## src/verilog/sidr_pkg.sv

```systemverilog
/*
 * Package for the sensor identification register bank: offsets,
 * field positions, reset values and identity defaults.
 * Assumes an 8-bit register port with byte addresses.
 */
package sidr_pkg;
    localparam int ADDR_W = 8;
    localparam int DATA_W = 8;
    localparam logic [7:0] OFS_CHIP_TYPE = 8'h00;
    localparam logic [7:0] OFS_CHIP_MAKER = 8'h01;
    localparam logic [7:0] OFS_CHIP_REV = 8'h02;
    localparam logic [7:0] OFS_MODULE_KIND = 8'h03;
    localparam logic [7:0] OFS_MODULE_MAKER = 8'h04;
    localparam logic [7:0] OFS_MODULE_REV = 8'h05;
    localparam logic [7:0] OFS_USER_INFO = 8'h06;
    localparam logic [7:0] OFS_PART_RANGE = 8'h09;
    localparam logic [7:0] OFS_SERIAL0 = 8'h0A;
    localparam logic [7:0] OFS_SERIAL1 = 8'h0B;
    localparam logic [7:0] OFS_SERIAL2 = 8'h0C;
    localparam logic [7:0] OFS_SERIAL3 = 8'h0D;
    localparam logic [7:0] OFS_PROTO_REV = 8'h10;
    // bit 4 of the chip revision carries the ordering variant
    localparam int CHIP_REV_VARIANT_BIT = 4;
    localparam logic [7:0] CHIP_REV_FIXED = 8'h20;
    localparam int MODULE_FIELD_W = 3;
    localparam logic [2:0] MODULE_FIELD_RESET = 3'h0;
    localparam logic [7:0] USER_INFO_RESET = 8'h00;
    localparam logic [7:0] PROTO_REV_VALUE = 8'h01;
    localparam int SERIAL_COUNT_W = 13;
    localparam int LOT_W = 19;
    localparam logic [7:0] READ_ZERO = 8'h00;

    typedef struct packed {
        logic [2:0] module_kind;
        logic [2:0] module_maker;
        logic [2:0] module_revision;
        logic [7:0] user_info_byte;
    } sidr_user_nvm_type;

    typedef struct packed {
        logic [7:0] part_range_code;
        logic [LOT_W-1:0] lot_number;
        logic [SERIAL_COUNT_W-1:0] serial_count;
    } sidr_factory_nvm_type;
endpackage

```

## src/verilog/sidr_ident_regs.sv

```systemverilog
/*
 * Identification and traceability register bank of the sensor.
 * Assumes nonvolatile images arrive from the memory loader on the same
 * clock and are stable while valid; register port is same-clock logic.
 */
// The implementer's own choice: the strobed register port.
`timescale 1ns/1ns
// What this block does
// - chip type code, read-only, at the lowest address
// - chip maker code, read-only, at the second address
// - read-only chip revision; bit 4 selects ordering variant, rest fixed
// - 3-bit user module kind in bits 2..0, upper zero, default zero
// - 3-bit user module maker in bits 2..0, upper zero, default zero
// - 3-bit user module revision in bits 2..0, upper zero, default zero
// - user info byte, default zero, never steers device behaviour
// - factory part number byte, read only, affects nothing else
// - part number value names range and axis, 25 g to 375 g
// - 32-bit serial identifier over four bytes, low byte first
// - serial count in low 13 bits, lot number in upper 19
// - serial counts and lot numbers start at one
// - protocol revision always reads the third-generation code
module sidr_ident_regs #(
    // identity codes: arbitrary neutral values
    parameter logic [7:0] CHIP_TYPE_VALUE = 8'h5A,
    parameter logic [7:0] CHIP_MAKER_VALUE = 8'h3C,
    parameter logic ORDER_VARIANT = 1'b1
) (
    input wire logic clk,
    input wire logic rst,
    input wire logic [sidr_pkg::ADDR_W-1:0] reg_addr,
    input wire logic [sidr_pkg::DATA_W-1:0] reg_wdata,
    input wire logic reg_write,
    input wire logic reg_read,
    output logic [sidr_pkg::DATA_W-1:0] reg_rdata,
    input wire logic user_nvm_valid,
    input wire sidr_pkg::sidr_user_nvm_type user_nvm,
    input wire logic factory_nvm_valid,
    input wire sidr_pkg::sidr_factory_nvm_type factory_nvm
);
    import sidr_pkg::*;

    sidr_user_nvm_type user_img;
    sidr_factory_nvm_type fact_img;
    logic [31:0] serial_identifier;
    logic [7:0] chip_revision_code;
    logic [7:0] next_rdata;

    // images latch from the nonvolatile loader only; the bus cannot touch them
    always_ff @(posedge clk) begin
        if (rst) begin
            user_img.module_kind <= MODULE_FIELD_RESET;
            user_img.module_maker <= MODULE_FIELD_RESET;
            user_img.module_revision <= MODULE_FIELD_RESET;
            user_img.user_info_byte <= USER_INFO_RESET;
        end else if (user_nvm_valid) begin
            user_img <= user_nvm;
        end
    end

    // factory contents are not interpreted; part number encoding is the fuse's
    always_ff @(posedge clk) begin
        if (rst) begin
            fact_img <= '0;
        end else if (factory_nvm_valid) begin
            fact_img <= factory_nvm;
        end
    end

    assign serial_identifier = {fact_img.lot_number, fact_img.serial_count};

    always_comb begin
        chip_revision_code = CHIP_REV_FIXED;
        chip_revision_code[CHIP_REV_VARIANT_BIT] = ORDER_VARIANT;
    end

    // reg_write and reg_wdata deliberately unused: all registers read-only
    always_comb begin
        next_rdata = READ_ZERO;
        case (reg_addr)
            OFS_CHIP_TYPE: next_rdata = CHIP_TYPE_VALUE;
            OFS_CHIP_MAKER: next_rdata = CHIP_MAKER_VALUE;
            OFS_CHIP_REV: next_rdata = chip_revision_code;
            OFS_MODULE_KIND: next_rdata = {5'h00, user_img.module_kind};
            OFS_MODULE_MAKER: next_rdata = {5'h00, user_img.module_maker};
            OFS_MODULE_REV: next_rdata = {5'h00, user_img.module_revision};
            OFS_USER_INFO: next_rdata = user_img.user_info_byte;
            OFS_PART_RANGE: next_rdata = fact_img.part_range_code;
            OFS_SERIAL0: next_rdata = serial_identifier[7:0];
            OFS_SERIAL1: next_rdata = serial_identifier[15:8];
            OFS_SERIAL2: next_rdata = serial_identifier[23:16];
            OFS_SERIAL3: next_rdata = serial_identifier[31:24];
            OFS_PROTO_REV: next_rdata = PROTO_REV_VALUE;
            default: next_rdata = READ_ZERO;
        endcase
    end

    // data only in the cycle after the read strobe
    always_ff @(posedge clk) begin
        if (rst) begin
            reg_rdata <= READ_ZERO;
        end else if (reg_read) begin
            reg_rdata <= next_rdata;
        end else begin
            reg_rdata <= READ_ZERO;
        end
    end

    a_proto_rev: assert property (@(posedge clk) disable iff (rst)
        reg_read && reg_addr == OFS_PROTO_REV |=> reg_rdata == PROTO_REV_VALUE)
        else $error("protocol revision misread");
    a_chip_type: assert property (@(posedge clk) disable iff (rst)
        reg_read && reg_addr == OFS_CHIP_TYPE |=> reg_rdata == CHIP_TYPE_VALUE)
        else $error("chip type misread");
    a_chip_maker: assert property (@(posedge clk) disable iff (rst)
        reg_read && reg_addr == OFS_CHIP_MAKER |=> reg_rdata == CHIP_MAKER_VALUE)
        else $error("chip maker misread");
    a_chip_rev: assert property (@(posedge clk) disable iff (rst)
        reg_read && reg_addr == OFS_CHIP_REV |=> reg_rdata[4] == ORDER_VARIANT
        && {reg_rdata[7:5], reg_rdata[3:0]} == 7'h10)
        else $error("chip revision misread");
    a_kind_upper: assert property (@(posedge clk) disable iff (rst)
        reg_read && reg_addr == OFS_MODULE_KIND |=> reg_rdata[7:3] == 5'h00)
        else $error("module kind upper bits set");
    a_kind_value: assert property (@(posedge clk) disable iff (rst)
        reg_read && reg_addr == OFS_MODULE_KIND
        |=> reg_rdata[2:0] == $past(user_img.module_kind))
        else $error("module kind misread");
    a_maker_upper: assert property (@(posedge clk) disable iff (rst)
        reg_read && reg_addr == OFS_MODULE_MAKER |=> reg_rdata[7:3] == 5'h00)
        else $error("module maker upper bits set");
    a_maker_value: assert property (@(posedge clk) disable iff (rst)
        reg_read && reg_addr == OFS_MODULE_MAKER
        |=> reg_rdata[2:0] == $past(user_img.module_maker))
        else $error("module maker misread");
    a_rev_upper: assert property (@(posedge clk) disable iff (rst)
        reg_read && reg_addr == OFS_MODULE_REV |=> reg_rdata[7:3] == 5'h00)
        else $error("module revision upper bits set");
    a_rev_value: assert property (@(posedge clk) disable iff (rst)
        reg_read && reg_addr == OFS_MODULE_REV
        |=> reg_rdata[2:0] == $past(user_img.module_revision))
        else $error("module revision misread");
    // no disable here: the check is about what reset itself leaves behind
    a_user_default: assert property (@(posedge clk)
        rst |=> user_img.module_kind == MODULE_FIELD_RESET
        && user_img.module_maker == MODULE_FIELD_RESET
        && user_img.module_revision == MODULE_FIELD_RESET
        && user_img.user_info_byte == USER_INFO_RESET)
        else $error("user image not cleared by reset");
    a_user_info: assert property (@(posedge clk) disable iff (rst)
        reg_read && reg_addr == OFS_USER_INFO && !user_nvm_valid
        |=> reg_rdata == $past(user_img.user_info_byte))
        else $error("user info misread");
    a_serial_low: assert property (@(posedge clk) disable iff (rst)
        reg_read && reg_addr == OFS_SERIAL0
        |=> reg_rdata == $past(fact_img.serial_count[7:0]))
        else $error("serial low byte misread");
    // byte 1 straddles the count and lot boundary at bit 13
    a_serial_mid1: assert property (@(posedge clk) disable iff (rst)
        reg_read && reg_addr == OFS_SERIAL1
        |=> reg_rdata[7:5] == $past(fact_img.lot_number[2:0])
        && reg_rdata[4:0] == $past(fact_img.serial_count[12:8]))
        else $error("serial byte one misread");
    a_serial_mid2: assert property (@(posedge clk) disable iff (rst)
        reg_read && reg_addr == OFS_SERIAL2
        |=> reg_rdata == $past(fact_img.lot_number[10:3]))
        else $error("serial byte two misread");
    a_serial_lot: assert property (@(posedge clk) disable iff (rst)
        reg_read && reg_addr == OFS_SERIAL3
        |=> reg_rdata == $past(fact_img.lot_number[18:11]))
        else $error("lot number misplaced");
    a_part_range: assert property (@(posedge clk) disable iff (rst)
        reg_read && reg_addr == OFS_PART_RANGE
        |=> reg_rdata == $past(fact_img.part_range_code))
        else $error("part number misread");
    a_write_ignored: assert property (@(posedge clk) disable iff (rst)
        reg_write && !user_nvm_valid && !factory_nvm_valid
        |=> user_img == $past(user_img) && fact_img == $past(fact_img))
        else $error("write altered a register");
    a_unmapped_zero: assert property (@(posedge clk) disable iff (rst)
        reg_read && (reg_addr inside {8'h07, 8'h08, 8'h0E, 8'h0F} || reg_addr > OFS_PROTO_REV)
        |=> reg_rdata == READ_ZERO)
        else $error("unmapped address read nonzero");
    a_idle_zero: assert property (@(posedge clk) disable iff (rst)
        !reg_read |=> reg_rdata == READ_ZERO)
        else $error("read data outside read slot");
endmodule

```

## config.mk

```make
export PLATFORM = sky130hd
export DESIGN_NAME = sidr_ident_regs
export DESIGN_NICKNAME = d
export VERILOG_FILES = /design/src/verilog/sidr_pkg.sv /design/src/verilog/sidr_ident_regs.sv
export SDC_FILE = /design/constraint.sdc
export NUM_CORES = 1
export LEC_CHECK = 0
export ABC_AREA = 1
export BUFFER_PORTS_ARGS = -buffer_cell sky130_fd_sc_hd__buf_2
export CAP_MARGIN = 25
export CORE_UTILIZATION = 46
export CTS_CLUSTER_DIAMETER = 50
export DETAILED_ROUTE_END_ITERATION = 10
export HOLD_SLACK_MARGIN = 0.05
export PLACE_DENSITY = 0.71
export SYNTH_ARGS = -nofsm -noshare
export SYNTH_HDL_FRONTEND = slang
export SYNTH_SLANG_ARGS = --single-unit
```

## constraint.sdc

```tcl
create_clock -name clk -period 1.1 [get_ports clk]
set_clock_uncertainty 0.2 [all_clocks]
set_input_delay 0.11 -clock clk [delete_from_list [all_inputs] [get_ports clk]]
set_output_delay 0.11 -clock clk [all_outputs]
set_load 0.01 [all_outputs]
```

==> run_results.csv, run 1 <==
group,metric,value,unit
finish,fill_cells,442,
clock_tree,clock_sinks,65,
finish,layout_common_cells,"121 x nor2_1, 68 x buf_2, 59 x dlygate4sd3_1",
finish,final_common_cell,"nor2_1",
clock_tree,clock_latency,0.35,ns
worst_setup_path,r2r_start,"fact_img[33]",
clock_tree,clockRootBuffer,"clkbuf_8",
synthesis,ys_seq_area_frac,0.4409,
routing,drt-pass1-iter-count,4,
synthesis,netlist_area,2952,um2
clock_tree,path_clk_slew,0.06,ns
timing,setup_slack,-0.04461,ns
pwr,irDropWorstVdd,1.092,mV
placement,io_buffer_count,77,
synthesis,synth-xor-area-share,0,
worst_setup_path,cp_data_required_time,1.14,ns
synthesis,muxShareOfSynthArea,0,
timing,whs,-0.09426,ns
floorplanning,die_h,82.10,um
worst_setup_path,crit_arrival,1.18,ns
outcome,violations,"negative hold slack, negative setup slack",
clock_tree,cts_tree,"built",
routing,drt_iter0_markers,252,
finish,area_growth,58.75,%
floorplanning,start_util,0.4870,
worst_setup_path,path_class,"register to register",
global_routing,grt_pass1_vias,3226,
timing,report.final.setup_viol,1,
synthesis,syn_inst,441,
synthesis,synth_nets,520,
timing,max_slew_margin,0.8487,
finish,finalInstanceArea,4686,um2
timing,hold_violations,1,
routing,drt-total-wl,10110,um
routing,wl_per_cell,14.86,um
synthesis,synth_top_family_by_area,"simple AND/OR/NAND/NOR gates",
timing,layout_min_cycle_time,1.145,ns
worst_setup_path,startpoint_type,"register",
routing,viasPerCell,5.144,
finish,fin_nets,680,
floorplanning,core,6061,um2
run,drv_cap,0,
synthesis,synth_fa_ha_area_frac,0,
clock_tree,numCtsBuffers,9,
synthesis,synth.distinct_cells,19,
global_routing,overflow,0,
worst_setup_path,rr_worst_depth,6,
worst_setup_path,regToRegSetupSlack,-0.04,ns
routing,drc,0,
timing,rsz0062_at_grt,"true",
pwr,cellLeakagePower,2.202,nW
worst_hold_path,min_from,"reg_read",
global_routing,grt_usage,0.3064,
pwr,powerDensity,1228,nW/um2
timing,finalCritPeriodShare,1.041,
floorplanning,dieArea,6740,um2
worst_hold_path,hold_class,"primary input to register",
worst_setup_path,worst_r2r_endpoint,"reg_rdata[1]",
global_routing,antenna_found_initial,0,
routing,dr_total_vias,3498,
timing,worst_pin_slew,0.2257,ns
floorplanning,row_count,28,
worst_setup_path,end_kind,"register",
timing,slew_violations,0,
synthesis,synth_compound_area_frac,0.1255,
placement,placed_cell_area,3641,um2
worst_hold_path,hold_depth,3,
worst_setup_path,path_max_fanout,2,
placement,hpwl,6418,um
pwr,power.total,5.756,mW
worst_hold_path,holdPathEnd,"reg_rdata[3]",
finish,diodes,0,
outcome,status,"finished with violations",
floorplanning,die_x,82.10,um
global_routing,grt_pass1_wl,15120,um
placement,gp_congestion,0.9490,
synthesis,yosys.area_share.simple,0.3620,
synthesis,avgSynthCellArea,6.693,um2
clock_tree,cts_buffer_depth,2,
finish,drive_above_1_share,0.3223,
global_routing,grt_max_degree,58,
routing,postRouteAntennaNets,0,
synthesis,yosys_warnings,0,
floorplanning,io_pins,87,
synthesis,synth-seq-cells,65,
timing,fmax,873.7,MHz
clock_tree,cts_max_level,3,
-- synth_stat cells, drive strengths merged --
| library cell | instances | area [um2] |
|---|---|---|
| nor2 | 139 | 569.3 |
| nand2 | 70 | 285.3 |
| dfxtp | 65 | 1301 |
| o21ai | 60 | 300.3 |
| nand3 | 37 | 185.2 |
| inv | 31 | 116.4 |
| clkbuf | 16 | 60.06 |
| a21oi | 14 | 70.07 |
| buf | 4 | 35.03 |
| nand4 | 2 | 12.51 |
| nor3 | 2 | 10.01 |
| and3 | 1 | 6.260 |
-- critical path, cell delays in order, from the launching register on --
cell     delay [ns]
dfxtp_1        0.32
nand3_1        0.10
nand2_1        0.06
nor2_1         0.12
nand2_1        0.07
nor2_1         0.12
nor2_2         0.06
-- where the power goes --
| group | leakage (nW) | switching (mW) | internal (mW) |
|---|---|---|---|
| clock | 0.116 | 0.887 | 1.45 |
| sequential | 0.544 | 0.0828 | 2.50 |
| combinational | 1.54 | 0.409 | 0.421 |
| total | 2.20 | 1.38 | 4.38 |
-- cells by family (layout without fill, tap and decap cells) --
| kind of cell | after synthesis | after routing |
|---|---|---|
| simple gates | 251 | 251 |
| compound gates | 74 | 74 |
| flops | 65 | 65 |
| buf+inv | 51 | 215 |
-- flip-flops by register name, summed over array words and instances (netlist names) --
register / count
user_img: 17
fact_img: 40
reg_rdata: 8
-- layout make-up --
cell class	instances	area [um2]	share of cell area
well taps	75	93.84	0.02003
clock buffers	13	168.9	0.03605
flip-flops and latches	65	1318	0.2812
multi-input cells	325	1569	0.3348
clock inverters	2	60.06	0.01282
repair buffers	169	1355	0.2892
inverters	31	121.4	0.02590
-- routing by layer --
metal	global-route usage	vias to the layer above	share of wire
li1	-	1722	-
met1	0.3770	1614	0.41
met2	0.5190	135	0.50
met3	0.06923	27	0.059
met4	0.1158	0	0.031
met5	0	-	0
-- worst max-delay path by stage --
stage	from	endpoint	slack (ns)	cells past startpoint
floorplan	reg_addr[1]	reg_rdata[6]	-0.002	7
global placement	reg_addr[7]	reg_rdata[1]	-0.50	10
detailed placement	reg_addr[7]	reg_rdata[1]	-0.51	10
CTS	reg_rdata[7]	reg_rdata[7]	-0.004	1
global route	reg_addr[5]	reg_rdata[1]	-0.06	10
finish	fact_img[33]	reg_rdata[1]	-0.04	6
-- what timing repair did --
action,4_1_cts,5_1_grt
cloned,0,0
pin swaps,0,21
endpoints found under the setup margin,8,15
endpoints found under the hold margin,63,6
gates resized for setup,10,59
setup buffers,0,3
hold buffers,57,2
-- metrics by stage --
stage / util / setup TNS (ns) / setup slack [ns] / cells
floorplan: - / -0.002277 / -0.002277 / 441
global placement: 0.6007 / -2.878 / -0.5009 / 603
detailed placement: 0.6007 / -2.969 / -0.5101 / 603
CTS: 0.7380 / -0.006954 / -0.004082 / 675
global route: 0.7731 / -0.2560 / -0.05517 / 680
finish: 0.7731 / -0.04461 / -0.04461 / 680
No activity file was read; power rests on OpenSTA's default activity.
==> inputs of run 2 (changes only) <==
Settings changed: CORE_UTILIZATION 46 to 51, PLACE_DENSITY 0.71 to 0.75.
Clock period 1.1 ns to 1.24 ns, I/O delays scaled along.
==> run_results.csv, run 2 (same netlist as run 1, synthesis figures left out) <==
group,metric,value,unit
outcome,status,"finished clean",
clock_tree,cts_buffer_depth,2,
finish,top_regs,"fact_img (40), user_img (17), reg_rdata (8)",
worst_setup_path,cp_data_required_time,1.27,ns
floorplanning,dieArea,6096,um2
clock_tree,cts_max_level,3,
routing,drc,0,
global_routing,grt_max_degree,47,
finish,largest_register_ffs,40,
routing,viasPerCell,5.088,
routing,drt_iter0_markers,303,
finish,finalInstanceArea,4388,um2
global_routing,grt_pass1_wl,14840,um
clock_tree,path_clk_slew,0.07,ns
pwr,powerDensity,1107,nW/um2
finish,fin_nets,672,
timing,worst_pin_slew,0.2918,ns
worst_setup_path,path_cells,"dlygate4sd3_1, buf_2, buf_4, o21ai_0, nor2_1",
pwr,cellLeakagePower,2.124,nW
finish,final_common_cell,"nor2_1",
pwr,power.total,4.855,mW
timing,report.final.setup_viol,0,
finish,diodes,0,
floorplanning,row_count,27,
placement,gp_congestion,0.9710,
placement,pre_cts_slack,-0.2639,ns
clock_tree,clock_latency,0.34,ns
floorplanning,core,5540,um2
timing,max_slew_margin,0.8034,
finish,top_register,"fact_img",
worst_setup_path,crit_arrival,1.21,ns
run,drv_cap,0,
finish,fill_cells,397,
placement,placed_cell_area,3582,um2
global_routing,antenna_found_initial,0,
global_routing,grt_usage,0.3198,
placement,io_buffer_count,77,
timing,slew_violations,0,
routing,wl_per_cell,13.57,um
routing,drt-pass1-iter-count,4,
finish,area_growth,48.66,%
routing,drt-total-wl,9095,um
worst_setup_path,crit_path_top_delay_cell,"dlygate4sd3_1",
timing,layout_min_cycle_time,1.183,ns
floorplanning,die_h,78.08,um
worst_setup_path,cp_slowest_stage_delay,0.53,ns
timing,fmax,845.6,MHz
timing,rsz0062_at_grt,"false",
worst_setup_path,path_class,"primary input to register",
placement,hpwl,5927,um
floorplanning,die_x,78.08,um
routing,postRouteAntennaNets,0,
global_routing,grt_pass1_vias,3166,
timing,hold_violations,0,
worst_setup_path,path_max_fanout,13,
floorplanning,start_util,0.5327,
pwr,irDropWorstVdd,0.8598,mV
routing,dr_total_vias,3409,
timing,finalCritPeriodShare,0.9537,
floorplanning,io_pins,87,
clock_tree,ctsHoldBuffers,59,
clock_tree,clockRootBuffer,"clkbuf_8",
clock_tree,numCtsBuffers,9,
worst_hold_path,hold_class,"primary input to register",
worst_setup_path,end_kind,"register",
clock_tree,cts_tree,"built",
finish,layout_common_cells,"129 x nor2_1, 77 x buf_2, 65 x dfxtp_1",
worst_setup_path,startpoint_type,"primary input",
clock_tree,clock_sinks,65,
timing,setup_slack,0.05743,ns
finish,drive_above_1_share,0.2324,
global_routing,overflow,0,
run 2: path summary, 6_finish.rpt:
| check | from | end | slack [ns] | cells after the start |
|---|---|---|---|---|
| max | user_nvm_valid | user_img[5] | 0.06 | 5 |
| min | rst | reg_rdata[5] | 0.009 | 4 |
| max reg2reg | fact_img[0] | reg_rdata[0] | 0.13 | 6 |
| min reg2reg | fact_img[26] | fact_img[26] | 0.27 | 2 |
run 2: per-layer routing:
metal  track usage  vias up  wire, um
met5             0        -         0
met3       0.07093       22       609
met4        0.1389        0       212
li1              -     1708         -
met2        0.5228      141      4355
met1        0.4041     1538      3917
run 2: worst max-delay path, delay by kind of cell:
kind / cells / cell delay, ns
AND/OR/NAND/NOR: 1 / 0.06
AO/OA/AOI/OAI: 1 / 0.20
buffers and inverters: 3 / 0.82
run 2: area by class of cell:
| cell class | count | area [um2] | area share |
|---|---|---|---|
| Clock inverter | 2 | 35.03 | 0.007984 |
| Inverter | 31 | 116.4 | 0.02652 |
| Tap cell | 72 | 90.09 | 0.02053 |
| Multi-Input combinational cell | 325 | 1446 | 0.3296 |
| Sequential cell | 65 | 1301 | 0.2966 |
| Clock buffer | 14 | 172.7 | 0.03935 |
| Timing Repair Buffer | 161 | 1226 | 0.2794 |
run 2: power by group:
group          internal, mW  total, mW  switching, mW  leakage [nW]
Sequential             2.22       2.29         0.0682         0.539
Combinational         0.350      0.681          0.331          1.48
Clock                  1.09       1.89          0.796         0.107
run 2: per-stage QoR:
| step | instances | setup TNS [ns] | hold slack, ns | utilization |
|---|---|---|---|---|
| 6_report | 670 | 0 | 0.009345 | 0.7920 |
| 5_1_grt | 670 | 0 | 0.02281 | 0.7920 |
| 4_1_cts | 670 | 0 | 0.05962 | 0.7907 |
| 3_5_place_dp | 595 | -1.614 | 0.1490 | 0.6466 |
| 3_3_place_gp | 595 | -1.575 | 0.1450 | 0.6466 |
| 2_1_floorplan | 441 | 0 | 0.05890 | - |
run 2: what timing repair did:
item | in CTS | in global routing
setup endpoints to repair | 0 | 9
endpoints found under the hold margin | 61 | 1
buffers inserted | 0 | 0
gates resized for setup | 0 | 5
==> inputs of run 3 (changes only) <==
Clock period 1.24 ns to 1.3 ns, I/O delays scaled along.
==> run_results.csv, run 3 (same netlist as run 1, synthesis figures left out) <==
group,metric,value,unit
worst_setup_path,cp_data_required_time,1.33,ns
worst_setup_path,r2r_start,"fact_img[18]",
outcome,status,"finished clean",
finish,diodes,0,
global_routing,overflow,0,
worst_setup_path,worst_r2r_endpoint,"reg_rdata[2]",
floorplanning,die_h,78.08,um
placement,hpwl,5877,um
finish,layout_common_cells,"130 x nor2_1, 77 x buf_2, 65 x nand2_1, 65 x dfxtp_1, 61 x dlygate4sd3_1",
floorplanning,io_pins,87,
run,drv_cap,0,
worst_setup_path,path_max_fanout,5,
floorplanning,die_x,78.08,um
routing,drt-total-wl,9556,um
routing,drt_iter0_markers,271,
worst_setup_path,cp_slowest_stage_delay,0.54,ns
finish,drive_above_1_share,0.2309,
global_routing,antenna_found_initial,0,
finish,top_regs,"fact_img (40), user_img (17), reg_rdata (8)",
finish,largest_register_ffs,40,
timing,slew_violations,0,
clock_tree,cts_buffer_depth,2,
floorplanning,dieArea,6096,um2
worst_setup_path,path_buf_inv,3,
routing,drc,0,
timing,report.final.setup_viol,0,
timing,rsz0062_at_grt,"false",
routing,viasPerCell,5.141,
floorplanning,start_util,0.5327,
timing,max_slew_margin,0.8061,
routing,wl_per_cell,14.18,um
worst_setup_path,startpoint,"reg_read",
worst_setup_path,startpoint_type,"primary input",
finish,final_common_cell,"nor2_1",
worst_setup_path,regToRegSetupSlack,0.20,ns
finish,area_growth,49.68,%
clock_tree,clock_sinks,65,
worst_setup_path,crit_arrival,1.32,ns
timing,finalCritPeriodShare,0.9878,
global_routing,grt_pass1_vias,3281,
clock_tree,clockRootBuffer,"clkbuf_8",
worst_setup_path,path_cells,"dlygate4sd3_1, buf_2, nand2_1, inv_1, nand2_1, nor2_1",
global_routing,grt_usage,0.3351,
clock_tree,post-cts-setup-buffer-count,0,
placement,placed_cell_area,3560,um2
timing,hold_violations,0,
worst_setup_path,crit_path_top_delay_cell,"dlygate4sd3_1",
worst_hold_path,holdPathEnd,"reg_rdata[5]",
routing,postRouteAntennaNets,0,
finish,fin_nets,676,
pwr,irDropWorstVdd,1.036,mV
global_routing,grt_pass1_wl,15390,um
finish,post-route-util,0.7974,
worst_setup_path,crit_family,"buffers and inverters",
clock_tree,clock_latency,0.35,ns
worst_hold_path,hold_depth,4,
worst_setup_path,path_class,"primary input to register",
timing,layout_min_cycle_time,1.284,ns
routing,drt-pass1-iter-count,5,
placement,gp_congestion,0.9622,
worst_hold_path,min_from,"rst",
floorplanning,core,5540,um2
placement,io_buffer_count,77,
global_routing,grt_max_degree,58,
routing,dr_total_vias,3465,
clock_tree,cts_max_level,3,
floorplanning,row_count,27,
worst_setup_path,end_kind,"register",
timing,fmax,778.8,MHz
clock_tree,numCtsBuffers,9,
pwr,cellLeakagePower,2.143,nW
finish,finalInstanceArea,4418,um2
worst_setup_path,rr_worst_depth,6,
finish,top_register,"fact_img",
pwr,powerDensity,1118,nW/um2
worst_setup_path,crit_path_frequent_cell,"nand2_1",
timing,worst_pin_slew,0.2899,ns
worst_hold_path,hold_class,"primary input to register",
worst_setup_path,worst-path-stages,6,
clock_tree,cts_tree,"built",
clock_tree,path_clk_slew,0.07,ns
[run 3: cell count changes in the layout (fill, tap and decap cells not counted), sizes merged]
cell,previous run,this run
clkbuf,14,11
buf,102,104
bufinv,1,3
clkinvlp,0,1
dlygate4sd3,59,61
[run 3: worst max-delay path by stage]
stage	endpoint	slack (ns)
final	reg_rdata[4]	0.02
after global routing	user_img[10]	0.01
after CTS	reg_rdata[4]	0.09
after detailed placement	reg_rdata[6]	-0.20
after global placement	reg_rdata[6]	-0.19
after floorplan	reg_rdata[6]	0.16
[run 3: report_power, final]
| part | switching [mW] | internal, mW |
|---|---|---|
| logic | 0.318 | 0.329 |
| registers | 0.0682 | 2.11 |
| clock network | 0.787 | 1.32 |
[run 3: metrics by stage]
stage                     setup WS [ns]  instances  power (mW)  TNS (ns)  hold slack, ns
final                           0.01591        674       4.941         0         0.07636
after global routing           0.009658        674       5.121         0         0.06207
after CTS                       0.08633        674       4.899         0         0.05099
after detailed placement        -0.2003        597       2.697    -1.169          0.1557
after global placement          -0.1878        597       2.684    -1.070          0.1496
after floorplan                  0.1597        441       2.460         0         0.06490
[run 3: repair_timing]
action                                 in CTS  in global routing
resized for setup                           0                  2
endpoints found under the hold margin      61                  0
setup endpoints to repair                   0                  4
hold buffers                               61                  0
[run 3: final cells by class]
type | instances | area, um2
sequential | 65 | 1301
fill | 389 | 1122
tap | 72 | 90.09
multi-input combinational | 325 | 1439
clock buffer | 11 | 141.4
clock inverter | 5 | 102.6
timing repair buffer | 165 | 1227
inverter | 31 | 116.4
[run 3: layer usage]
metal | track usage | part of all wire | wire length (um)
met5 | 0 | 0 | 0
met4 | 0.1704 | 0.036 | 346
met3 | 0.07209 | 0.060 | 573
met2 | 0.5658 | 0.49 | 4674
met1 | 0.4003 | 0.41 | 3962
[run 3: worst min-delay path: cells and delay by family]
| kind | cells | cell delay (ns) |
|---|---|---|
| compound gates | 1 | 0.06 |
| buf+inv | 2 | 0.15 |
| simple gates | 1 | 0.24 |
